`config.mk`:
```
export PLATFORM = sky130hd
export DESIGN_NAME = nrn_regs
export DESIGN_NICKNAME = d
export VERILOG_FILES = /design/src/nrn_pkg.sv /design/src/nrn_gain_if.sv /design/src/nrn_ramp.sv /design/src/nrn_regs.sv
export SDC_FILE = /design/constraint.sdc
export NUM_CORES = 1
export LEC_CHECK = 0
export ABC_CLOCK_PERIOD_IN_PS = 7000
export BUFFER_PORTS_ARGS = -buffer_cell sky130_fd_sc_hd__buf_2
export CORE_ASPECT_RATIO = 0.8
export CORE_MARGIN = 2
export CORE_UTILIZATION = 57
export DETAILED_ROUTE_END_ITERATION = 10
export MAX_ROUTING_LAYER = met4
export PLACE_DENSITY = 0.88
export SETUP_SLACK_MARGIN = 0.2
export SLEW_MARGIN = 10
export SYNTH_ARGS = -nofsm -noshare
export SYNTH_HDL_FRONTEND = slang
export SYNTH_SLANG_ARGS = --single-unit
```
`constraint.sdc`:
```
create_clock -name clk -period 7 [get_ports clk]
set_input_delay 0.7 -clock clk [delete_from_list [all_inputs] [get_ports clk]]
set_output_delay 0.7 -clock clk [all_outputs]
set_load 0.01 [all_outputs]
```
`src/nrn_pkg.sv`:
```
// Purpose: shared constants for the release-rate and noise-estimate bank
// Assumes: apb byte address = 4 * register index
// Notes:   index = {page bits, 6-bit base-relative offset}
package nrn_pkg;

    // ------------------------------------------------------------------
    // address map
    // ------------------------------------------------------------------
    localparam logic [1:0]  PAGE_RATE     = 2'h2;
    localparam logic [1:0]  PAGE_NOISE    = 2'h3;
    localparam logic [5:0]  OFS_RATE_A_LO = 6'h1C;
    localparam logic [5:0]  OFS_RATE_A_HI = 6'h1D;
    localparam logic [5:0]  OFS_RATE_B_LO = 6'h3C;
    localparam logic [5:0]  OFS_RATE_B_HI = 6'h3D;
    localparam logic [5:0]  OFS_NOIS_A_LO = 6'h02;
    localparam logic [5:0]  OFS_NOIS_A_HI = 6'h03;
    localparam logic [5:0]  OFS_NOIS_B_LO = 6'h22;
    localparam logic [5:0]  OFS_NOIS_B_HI = 6'h23;
    localparam int          IDX_LSB       = 2;
    localparam int          IDX_MSB       = 9;

    // ------------------------------------------------------------------
    // reset values, number format and channel count
    // ------------------------------------------------------------------
    localparam logic [7:0]  RATE_RST_HI   = 8'h41;
    localparam logic [7:0]  RATE_RST_LO   = 8'h00;
    localparam logic [15:0] NOISE_RST     = 16'h0000;
    localparam logic [15:0] GAIN_UNITY    = 16'h4000;
    localparam int          FRAC_BITS     = 14;
    localparam int          NUM_CH        = 2;

endpackage : nrn_pkg

```
`src/nrn_gain_if.sv`:
```
// Purpose: carries one canceller's gain-ramp controls to its ramp core
// Assumes: single clock domain
// Notes:   ctl side is the register bank, core side owns the gain
`timescale 1ns/1ps
interface nrn_gain_if;
    logic        tick;
    logic        release_on;
    logic        load;
    logic [15:0] load_value;
    logic [15:0] rate;
    logic [15:0] gain;

    modport ctl  (output tick, output release_on, output load,
                  output load_value, output rate, input gain);
    modport core (input tick, input release_on, input load,
                  input load_value, input rate, output gain);
endinterface : nrn_gain_if

```
`src/nrn_ramp.sv`:
```
// Purpose: residual suppressor gain that releases at the programmed rate
// Assumes: tick is a one-cycle pulse per sample period
// Notes:   gain is q2.14, unity = 4000 hex
`timescale 1ns/1ps
module nrn_ramp (
    // clock and reset
    input  wire logic clk,
    input  wire logic arst_n,
    // controls and gain
    nrn_gain_if.core  gif
);

    logic [15:0] gain_ff;
    logic [15:0] nxt_gain;
    logic [31:0] product;
    logic [17:0] scaled;
    logic        over;

    // ------------------------------------------------------------------
    // release step
    // ------------------------------------------------------------------
    // full 32-bit product so large rates cannot wrap before saturation
    assign product  = 32'(gain_ff) * 32'(gif.rate);
    assign scaled   = product[31:nrn_pkg::FRAC_BITS];
    assign over     = scaled > 18'(nrn_pkg::GAIN_UNITY);
    assign nxt_gain = gif.load ? gif.load_value :
                      (gif.tick && gif.release_on) ?
                      (over ? nrn_pkg::GAIN_UNITY : scaled[15:0]) :
                      gain_ff;

    always_ff @(posedge clk or negedge arst_n) begin
        if (!arst_n) begin
            gain_ff <= nrn_pkg::GAIN_UNITY;
        end else begin
            gain_ff <= nxt_gain;
        end
    end

    assign gif.gain = gain_ff;

endmodule : nrn_ramp

```
`src/nrn_regs.sv`:
```
// Purpose: release-rate and noise-estimate registers of one canceller group
// Assumes: apb slave, one wait-free access phase, byte registers in bits 7:0
// Notes:   two cancellers share the bank; each drives its own ramp core
//          a 16-bit value is two independent bytes, so reading both
//          halves may straddle an estimate update
`timescale 1ns/1ps
module nrn_regs (
    // clock and reset
    input  wire logic                  clk,
    input  wire logic                  arst_n,
    // apb slave
    input  wire logic                  psel,
    input  wire logic                  penable,
    input  wire logic                  pwrite,
    input  wire logic [11:0]           paddr,
    input  wire logic [31:0]           pwdata,
    output logic      [31:0]           prdata,
    output logic                       pready,
    output logic                       pslverr,
    // sample timing and suppressor control
    input  wire logic                  sample_tick,
    input  wire logic [1:0]            release_req,
    input  wire logic [1:0]            gain_load,
    input  wire logic [1:0][15:0]      gain_load_value,
    // noise estimator
    input  wire logic [1:0]            noise_valid,
    input  wire logic [1:0][15:0]      noise_value,
    // suppressor gain
    output logic      [1:0][15:0]      suppressor_gain
);

    // ------------------------------------------------------------------
    // decode
    // ------------------------------------------------------------------
    function automatic logic hit(input logic [7:0] idx,
                                 input logic [1:0] page,
                                 input logic [5:0] ofs);
        hit = (idx == {page, ofs});
    endfunction : hit

    logic [7:0]  idx;
    logic        addr_ok;
    logic        setup;
    logic        access;
    logic        hit_ra_lo;
    logic        hit_ra_hi;
    logic        hit_rb_lo;
    logic        hit_rb_hi;
    logic        hit_na_lo;
    logic        hit_na_hi;
    logic        hit_nb_lo;
    logic        hit_nb_hi;
    logic        hit_rate;
    logic        hit_noise;
    logic        bad;

    assign idx       = paddr[nrn_pkg::IDX_MSB:nrn_pkg::IDX_LSB];
    assign addr_ok   = (paddr[11:10] == 2'h0) && (paddr[1:0] == 2'h0);
    assign setup     = psel && !penable;
    assign access    = psel && penable && pready;
    assign hit_ra_lo = addr_ok && hit(idx, nrn_pkg::PAGE_RATE,
                                      nrn_pkg::OFS_RATE_A_LO);
    assign hit_ra_hi = addr_ok && hit(idx, nrn_pkg::PAGE_RATE,
                                      nrn_pkg::OFS_RATE_A_HI);
    assign hit_rb_lo = addr_ok && hit(idx, nrn_pkg::PAGE_RATE,
                                      nrn_pkg::OFS_RATE_B_LO);
    assign hit_rb_hi = addr_ok && hit(idx, nrn_pkg::PAGE_RATE,
                                      nrn_pkg::OFS_RATE_B_HI);
    assign hit_na_lo = addr_ok && hit(idx, nrn_pkg::PAGE_NOISE,
                                      nrn_pkg::OFS_NOIS_A_LO);
    assign hit_na_hi = addr_ok && hit(idx, nrn_pkg::PAGE_NOISE,
                                      nrn_pkg::OFS_NOIS_A_HI);
    assign hit_nb_lo = addr_ok && hit(idx, nrn_pkg::PAGE_NOISE,
                                      nrn_pkg::OFS_NOIS_B_LO);
    assign hit_nb_hi = addr_ok && hit(idx, nrn_pkg::PAGE_NOISE,
                                      nrn_pkg::OFS_NOIS_B_HI);
    assign hit_rate  = hit_ra_lo || hit_ra_hi || hit_rb_lo || hit_rb_hi;
    assign hit_noise = hit_na_lo || hit_na_hi || hit_nb_lo || hit_nb_hi;
    // estimates are read-only; a write there is refused, not dropped silently
    assign bad       = !(hit_rate || hit_noise) || (pwrite && hit_noise);

    // ------------------------------------------------------------------
    // release-rate registers
    // ------------------------------------------------------------------
    logic [1:0][15:0] rate_ff;
    logic [1:0][15:0] nxt_rate;
    logic [1:0]       wr_lo;
    logic [1:0]       wr_hi;
    logic             wr_ok;

    assign wr_ok    = access && pwrite && !pslverr;
    assign wr_lo[0] = wr_ok && hit_ra_lo;
    assign wr_hi[0] = wr_ok && hit_ra_hi;
    assign wr_lo[1] = wr_ok && hit_rb_lo;
    assign wr_hi[1] = wr_ok && hit_rb_hi;

    // ------------------------------------------------------------------
    // noise estimates
    // ------------------------------------------------------------------
    logic [1:0][15:0] noise_ff;

    // ------------------------------------------------------------------
    // byte lanes
    // ------------------------------------------------------------------
    logic [1:0][7:0]  rate_lo_b;
    logic [1:0][7:0]  rate_hi_b;
    logic [1:0][7:0]  noise_lo_b;
    logic [1:0][7:0]  noise_hi_b;

    genvar ch;
    generate
        for (ch = 0; ch < nrn_pkg::NUM_CH; ch++) begin : g_ch
            nrn_gain_if gif ();

            // low byte sits at the even offset, high byte at the odd one
            assign rate_lo_b[ch]  = rate_ff[ch][7:0];
            assign rate_hi_b[ch]  = rate_ff[ch][15:8];
            assign noise_lo_b[ch] = noise_ff[ch][7:0];
            assign noise_hi_b[ch] = noise_ff[ch][15:8];

            // the bank stores any value; keeping it above unity is the
            // host's job, below unity the gain only ever decays
            assign nxt_rate[ch] = {wr_hi[ch] ? pwdata[7:0]
                                             : rate_ff[ch][15:8],
                                   wr_lo[ch] ? pwdata[7:0]
                                             : rate_ff[ch][7:0]};

            always_ff @(posedge clk or negedge arst_n) begin
                if (!arst_n) begin
                    rate_ff[ch] <= {nrn_pkg::RATE_RST_HI,
                                    nrn_pkg::RATE_RST_LO};
                end else begin
                    rate_ff[ch] <= nxt_rate[ch];
                end
            end

            always_ff @(posedge clk or negedge arst_n) begin
                if (!arst_n) begin
                    noise_ff[ch] <= nrn_pkg::NOISE_RST;
                end else if (noise_valid[ch]) begin
                    noise_ff[ch] <= noise_value[ch];
                end
            end

            assign gif.tick       = sample_tick;
            assign gif.release_on = release_req[ch];
            assign gif.load       = gain_load[ch];
            assign gif.load_value = gain_load_value[ch];
            assign gif.rate       = rate_ff[ch];

            nrn_ramp u_ramp (
                .clk    (clk),
                .arst_n (arst_n),
                .gif    (gif.core)
            );

            assign suppressor_gain[ch] = gif.gain;
        end
    endgenerate

    // ------------------------------------------------------------------
    // apb answer
    // ------------------------------------------------------------------
    logic [7:0]  rd_byte;
    logic [31:0] prdata_ff;
    logic        pready_ff;
    logic        pslverr_ff;
    logic [31:0] nxt_prdata;
    logic        rd_setup;
    logic        err_setup;

    assign rd_byte = hit_ra_lo ? rate_lo_b[0]  :
                     hit_ra_hi ? rate_hi_b[0]  :
                     hit_rb_lo ? rate_lo_b[1]  :
                     hit_rb_hi ? rate_hi_b[1]  :
                     hit_na_lo ? noise_lo_b[0] :
                     hit_na_hi ? noise_hi_b[0] :
                     hit_nb_lo ? noise_lo_b[1] :
                     hit_nb_hi ? noise_hi_b[1] : 8'h00;
    assign rd_setup  = setup && !pwrite && !bad;
    assign err_setup = setup && bad;
    // read data is captured in setup, one cycle before the access edge
    assign nxt_prdata = rd_setup ? {24'h000000, rd_byte}
                                 : 32'h00000000;

    // every setup gets exactly one answer cycle, no wait states
    always_ff @(posedge clk or negedge arst_n) begin
        if (!arst_n) begin
            pready_ff <= 1'b0;
        end else begin
            pready_ff <= setup;
        end
    end

    always_ff @(posedge clk or negedge arst_n) begin
        if (!arst_n) begin
            pslverr_ff <= 1'b0;
        end else begin
            pslverr_ff <= err_setup;
        end
    end

    always_ff @(posedge clk or negedge arst_n) begin
        if (!arst_n) begin
            prdata_ff <= 32'h00000000;
        end else begin
            prdata_ff <= setup ? nxt_prdata : prdata_ff;
        end
    end

    assign prdata  = prdata_ff;
    assign pready  = pready_ff;
    assign pslverr = pslverr_ff;

endmodule : nrn_regs

```
* Word level (Yosys, flattened, before mapping)
Index checks and enable logic that the tools add are counted.
** Storage, ports and cells
- Register bits :: 130
- Bits of input ports :: 120
** Operators by class
- Reductions and logical operators :: 41
- Magnitude comparators :: 2
- $mul :: 2
- Equal/unequal tests :: 8
- Muxes and demuxes :: 15
** Operators by type and width (number)
- $mux W16 :: 6
- $mux W8 :: 9
- $eq A8 B8 Y1 const B :: 8
- $mul A16 B16 Y32 :: 2
- $gt A18 B15 Y1 const B :: 2
- $logic_and A1 B1 Y1 :: 24
- $logic_or A1 B1 Y1 :: 8
- $logic_not A1 Y1 :: 5
- $logic_not A2 Y1 :: 2
- $reduce_bool A2 Y1 :: 2

* Depth between registers and ports, before layout
- Depth in word-level cells :: 12
- Gate-level depth with buffers :: 26
- Gate-level depth less buffers :: 23

* Hierarchy
A second synthesis with hierarchy kept.
** Unflattened totals
- Cell total of the unflattened synthesis :: 2423
- Area, all modules :: 22461.5 um^2
** Modules (own cells, without submodules)
- nrn_ramp at g_ch[1].u_ramp :: cells each 1077, times used 1, area each 9485.3 um^2
- nrn_ramp at g_ch[0].u_ramp :: cells each 1058, times used 1, area each 9366.5 um^2
- nrn_regs :: cells each 288, times used 1, area each 3609.7 um^2

* Worst setup path before layout
No wires, ideal clock.
- Kind :: register to register
- From :: reg rate_ff, in the netlist g_ch[1].gif.rate[8]
- To :: reg g_ch[1].u_ramp.gain_ff[4]
- Clock period less this slack :: 6876 ps
- Path slack :: 124 ps
- Required time :: 6923 ps
- Cell stages (with the launch flop) :: 25
- Arrival time :: 6799 ps
- Cells stage by stage :: dfstp_2 clkbuf_1 clkbuf_1 nand2_1 fa_1 inv_1 fa_1 inv_1 fa_1 inv_1 fa_1 fa_1 inv_1 fa_1 inv_1 ha_1 and4_4 and4_1 a21o_1 or4b_1 o211ai_1 nand4_1 or4_1 a211o_2 o21ai_1
** Between the ends
- Word-level cells in the longest chain between the ends :: 5
** RTL lines
- from (decl) :: RTL line nrn_regs.sv:85 : logic [1:0][15:0] rate_ff;
- from (signal, indexed assignment) :: RTL line nrn_regs.sv:130 : rate_ff[ch] <= {nrn_pkg::RATE_RST_HI,
- from (signal, indexed assignment) :: RTL line nrn_regs.sv:133 : rate_ff[ch] <= nxt_rate[ch];
- $mul A16 B16 Y32 (*) :: RTL line nrn_ramp.sv:23 : assign product = 32'(gain_ff) * 32'(gif.rate);
- $gt A18 B15 Y1 :: RTL line nrn_ramp.sv:25 : assign over = scaled > 18'(nrn_pkg::GAIN_UNITY);
- $mux W16 (*) :: RTL line nrn_ramp.sv:28 : (over ? nrn_pkg::GAIN_UNITY : scaled[15:0]) :
- $mux W16 (*) :: RTL line nrn_ramp.sv:27 : (gif.tick && gif.release_on) ?
- $mux W16 (*) :: RTL line nrn_ramp.sv:26 : assign nxt_gain = gif.load ? gif.load_value :
- to (signal assigned) :: RTL line nrn_ramp.sv:33 : gain_ff <= nrn_pkg::GAIN_UNITY;
- to (signal assigned) :: RTL line nrn_ramp.sv:35 : gain_ff <= nxt_gain;
- to (decl) :: RTL line nrn_ramp.sv:13 : logic [15:0] gain_ff;
Every way passes the cells marked *; elsewhere a longest branch is shown, timed or not. The select of a mux whose other input is x is not followed.
A chain may end at the register's enable or synchronous reset.

* Worst setup path after layout
- From :: reg g_ch[1].u_ramp.gain_ff[12]
- To :: reg g_ch[1].u_ramp.gain_ff[3]
** Between the ends
- Word-level cells in the longest chain between the ends :: 5
** RTL lines (RTL line)
- $mul A16 B16 Y32 (*) :: nrn_ramp.sv:23
- $gt A18 B15 Y1 :: nrn_ramp.sv:25
- $mux W16 (*) :: nrn_ramp.sv:28
- $mux W16 (*) :: nrn_ramp.sv:27
- $mux W16 (*) :: nrn_ramp.sv:26
Marked as above.

==> flow_summary.yaml <==
outcome:
  status: "finished with violations"
  violations: "setup timing"
drt:
  post_drt_wl_per_cell_um: 21.5
  first_pass_iters: 6
  vias_per_cell: 6.06
  drt-initial-drc-count: 2350
  drc: 0
  vias: 18800
  drt-total-wl_mm: 66.6
  drtAntennaViolNets: 0
finish:
  fin_util_pct: 65.7
  stdcell_area_um2: 24900
  syn_to_final_growth_pct: 14.4
  finalNonFillerCells: 3100
  fillCellCount: 2626
  most-common-layout-cells: "inv_1, fa_1, nand2_1"
  drive_gt1_share_pct: 20.6
  final_common_cell: "inv_1"
  nets: 3304
clock_network:
  cts.sinks: 106
  cts.path.max_buffers: 2
  numCtsBuffers: 9
  insertion_delay_ns: 0.39
  htreeDepth: 3
  cts_tree: "built"
  clockRootBuffer: "clkbuf_16"
  clkTransAtPathRegs_ns: 0.10
die:
  start_util_pct: 57.4
  std_cell_rows: 64
  die_h_um: 179
  dieWidth_um: 223
  boundaryPins: 186
  core_um2: 38000
  die_area_um2: 39800
worst_setup_path:
  crit_path_frequent_cell: "fa_1"
  reg2regPathDepth: 21
  path_class: "reg -> reg"
  critPathRequiredTime_ns: 7.31
  slowest_stage: "fa_1"
  ff2ff_setup_slack_ns: -0.08
  cp_cell_sequence: "buf_4 -> nand2_1 -> fa_1 -> fa_1 -> fa_2 -> inv_1 -> fa_2 -> fa_1 -> inv_2 -> fa_1 -> inv_2 -> ha_4 -> and4_4 -> and4_4 -> a21o_1 -> or4b_1 -> o211ai_1 -> nand4_1 -> or4_4 -> a211o_4 -> o21ai_2"
  critPathMaxStageDelay_ns: 0.60
  crit_buf_inv: 4
  arrival_ns: 7.39
  worst_setup_path_end_kind: "flop"
  cp_top_family: "adder cells"
  critPathMaxFanout: 7
  startpoint_type: "flop"
  rr_startpoint: "g_ch[1].u_ramp.gif.gain[12]"
  rr_endpoint: "g_ch[1].u_ramp.gif.gain[3]"
sta:
  relSlewSlack_pct: 35.6
  fmaxAchievable_ghz: 0.141
  hold_violations: 0
  setup_viol: 8
  worst_slew_pin_slew_ns: 0.962
  rsz0062_at_grt: "yes"
  min_period_ns: 7.08
  final_max_slew_viol_count: 0
  tns_ns: -0.455
  fin_crit_sh_pct: 101
  setup_slack_ns: -0.0811
  finClkSkew_ns: 0.0289
  timing.hold.ws_ns: 0.354
power_and_ir_drop:
  power.density_nw_per_um2: 188
  leakagePower_nw: 12.7
  peakVddDrop_mv: 0.312
  post-layout-total-power_mw: 4.69
yosys:
  synthCells: 2387
  ys.warnings.count: 0
  synth-seq-cells: 106
  synth_edf_count: 0
  ys.flop_type: "dfrtp_1"
  synth_area_um2: 21800
  async_flop_share_pct: 100
  seq_area_frac_synth_pct: 12.2
  synth_cell_type_count: 78
  synth.avg_cell_area_um2: 9.13
grt:
  use_met2_pct: 50.2
  grt_busiest_layer: "met2"
  grt_usage_pct: 32.3
  grt_max_degree: 61
  overflow: 0
  grtUsageMet1_pct: 42.5
  antenna_found_initial: 3
  grt_pass1_vias: 19200
  grt_use_met3_pct: 6.98
  grt_first_pass_wirelength_mm: 98.1
place:
  portBuffers: 137
  dp.cells: 3015
  dp_hpwl_mm: 47.6
  place_congestion: 0.975
  placed_area_um2: 23400
  dp_slack_ns: 0.0179
run:
  drv_cap: 0
min_path:
  hp-class: "in -> async"
==> worst max path at each step <==
stage | from | endpoint | slack, ns | cells past startpoint
2_1_floorplan | g_ch[1].gif.rate[8] | g_ch[1].u_ramp.gif.gain[4] | 0.22 | 24
3_3_place_gp | g_ch[1].u_ramp.gif.gain[8] | g_ch[1].u_ramp.gif.gain[7] | 0.11 | 23
3_5_place_dp | g_ch[1].gif.rate[3] | g_ch[1].u_ramp.gif.gain[4] | 0.02 | 21
4_1_cts | g_ch[1].u_ramp.gif.gain[11] | g_ch[1].u_ramp.gif.gain[9] | 0.19 | 30
5_1_grt | g_ch[1].gif.rate[4] | g_ch[1].u_ramp.gif.gain[2] | -0.23 | 22
6_report | g_ch[1].u_ramp.gif.gain[12] | g_ch[1].u_ramp.gif.gain[3] | -0.08 | 21
==> worst reg2reg max path: stages (launching register included) <==
cell and delay, ns:
dfrtp_2 0.47, buf_4 0.18, nand2_1 0.18, fa_1 0.60, fa_1 0.50, fa_2 0.58, inv_1 0.07, fa_2 0.40
fa_1 0.59, inv_2 0.05, fa_1 0.53, inv_2 0.05, ha_4 0.25, and4_4 0.19, and4_4 0.18, a21o_1 0.22
or4b_1 0.51, o211ai_1 0.16, nand4_1 0.18, or4_4 0.55, a211o_4 0.42, o21ai_2 0.14
==> layout make-up <==
class	count	area [µm²]	area share (%)
Clock inverter	7	83.8	0.336
Multi-Input combinational cell	1736	17500	70.3
Tap cell	495	619	2.48
Inverter	436	1640	6.56
Sequential cell	106	2700	10.8
Timing Repair Buffer	307	2120	8.49
Clock buffer	9	225	0.903
Antenna cell	4	10.0	0.0401
==> flip-flops by register name, indices dropped and copies added (netlist names) <==
signal and cells:
g_ch.gif.rate 32, g_ch.u_ramp.gif.gain 32, noise_ff 32, prdata 8
pready 1, pslverr 1
==> where the power goes <==
part	total (mW)	switching, mW	internal (mW)
Combinational	3.36	2.01	1.35
Clock	0.545	0.290	0.255
Sequential	0.790	0.126	0.664
Total	4.69	2.43	2.27
==> timing repair <==
item / in CTS / in global routing
gates cloned: 0 / 1
pin swaps: 13 / 42
buffers inserted: 26 / 38
endpoints found under the setup margin: 12 / 30
gates resized for setup: 35 / 140
hold buffers: 0 / 0
==> cell usage after synthesis, drive strengths merged, types with 5 or more instances <==
cell	count	area share (%)
and2	247	7.1
nand2	350	6.0
nand3	18	0.41
nand4	16	0.49
o21ai	79	1.9
fa	386	35
inv	436	7.5
a211o	5	0.21
a21oi	71	1.6
nor3	14	0.32
mux2i	8	0.37
a31oi	6	0.17
dfstp	6	0.72
mux4	6	0.62
xnor2	16	0.64
and3	6	0.17
o211ai	9	0.31
dfrtp	100	11
a222oi	6	0.28
o31ai	8	0.28
buf	28	0.91
ha	202	12
xor2	13	0.52
mux2	60	3.1
a22oi	17	0.61
and4	9	0.37
nor2	40	0.69
clkbuf	104	1.8
o21a	10	0.34
o21bai	8	0.28
a21o	22	0.76
nand2b	5	0.14
a211oi	6	0.21
nor2b	6	0.17
==> routing by layer <==
metal	vias to the layer above	wire, µm
met4	0	3400
met3	345	8440
met5	-	0
met1	9208	24600
li1	7855	-
met2	1378	30100
==> cells by family after synthesis <==
kind of cell	share of synthesized area, %
AOI/OAI and AO/OA	8.47
xor gates and xnor gates	1.16
DFF	12.2
and+or+nand+nor	16.8
other	0.0172
muxes	4.09
adders and majority gates	47.0
buffers and inverters	10.2
Power figures use the tool's default switching activity.
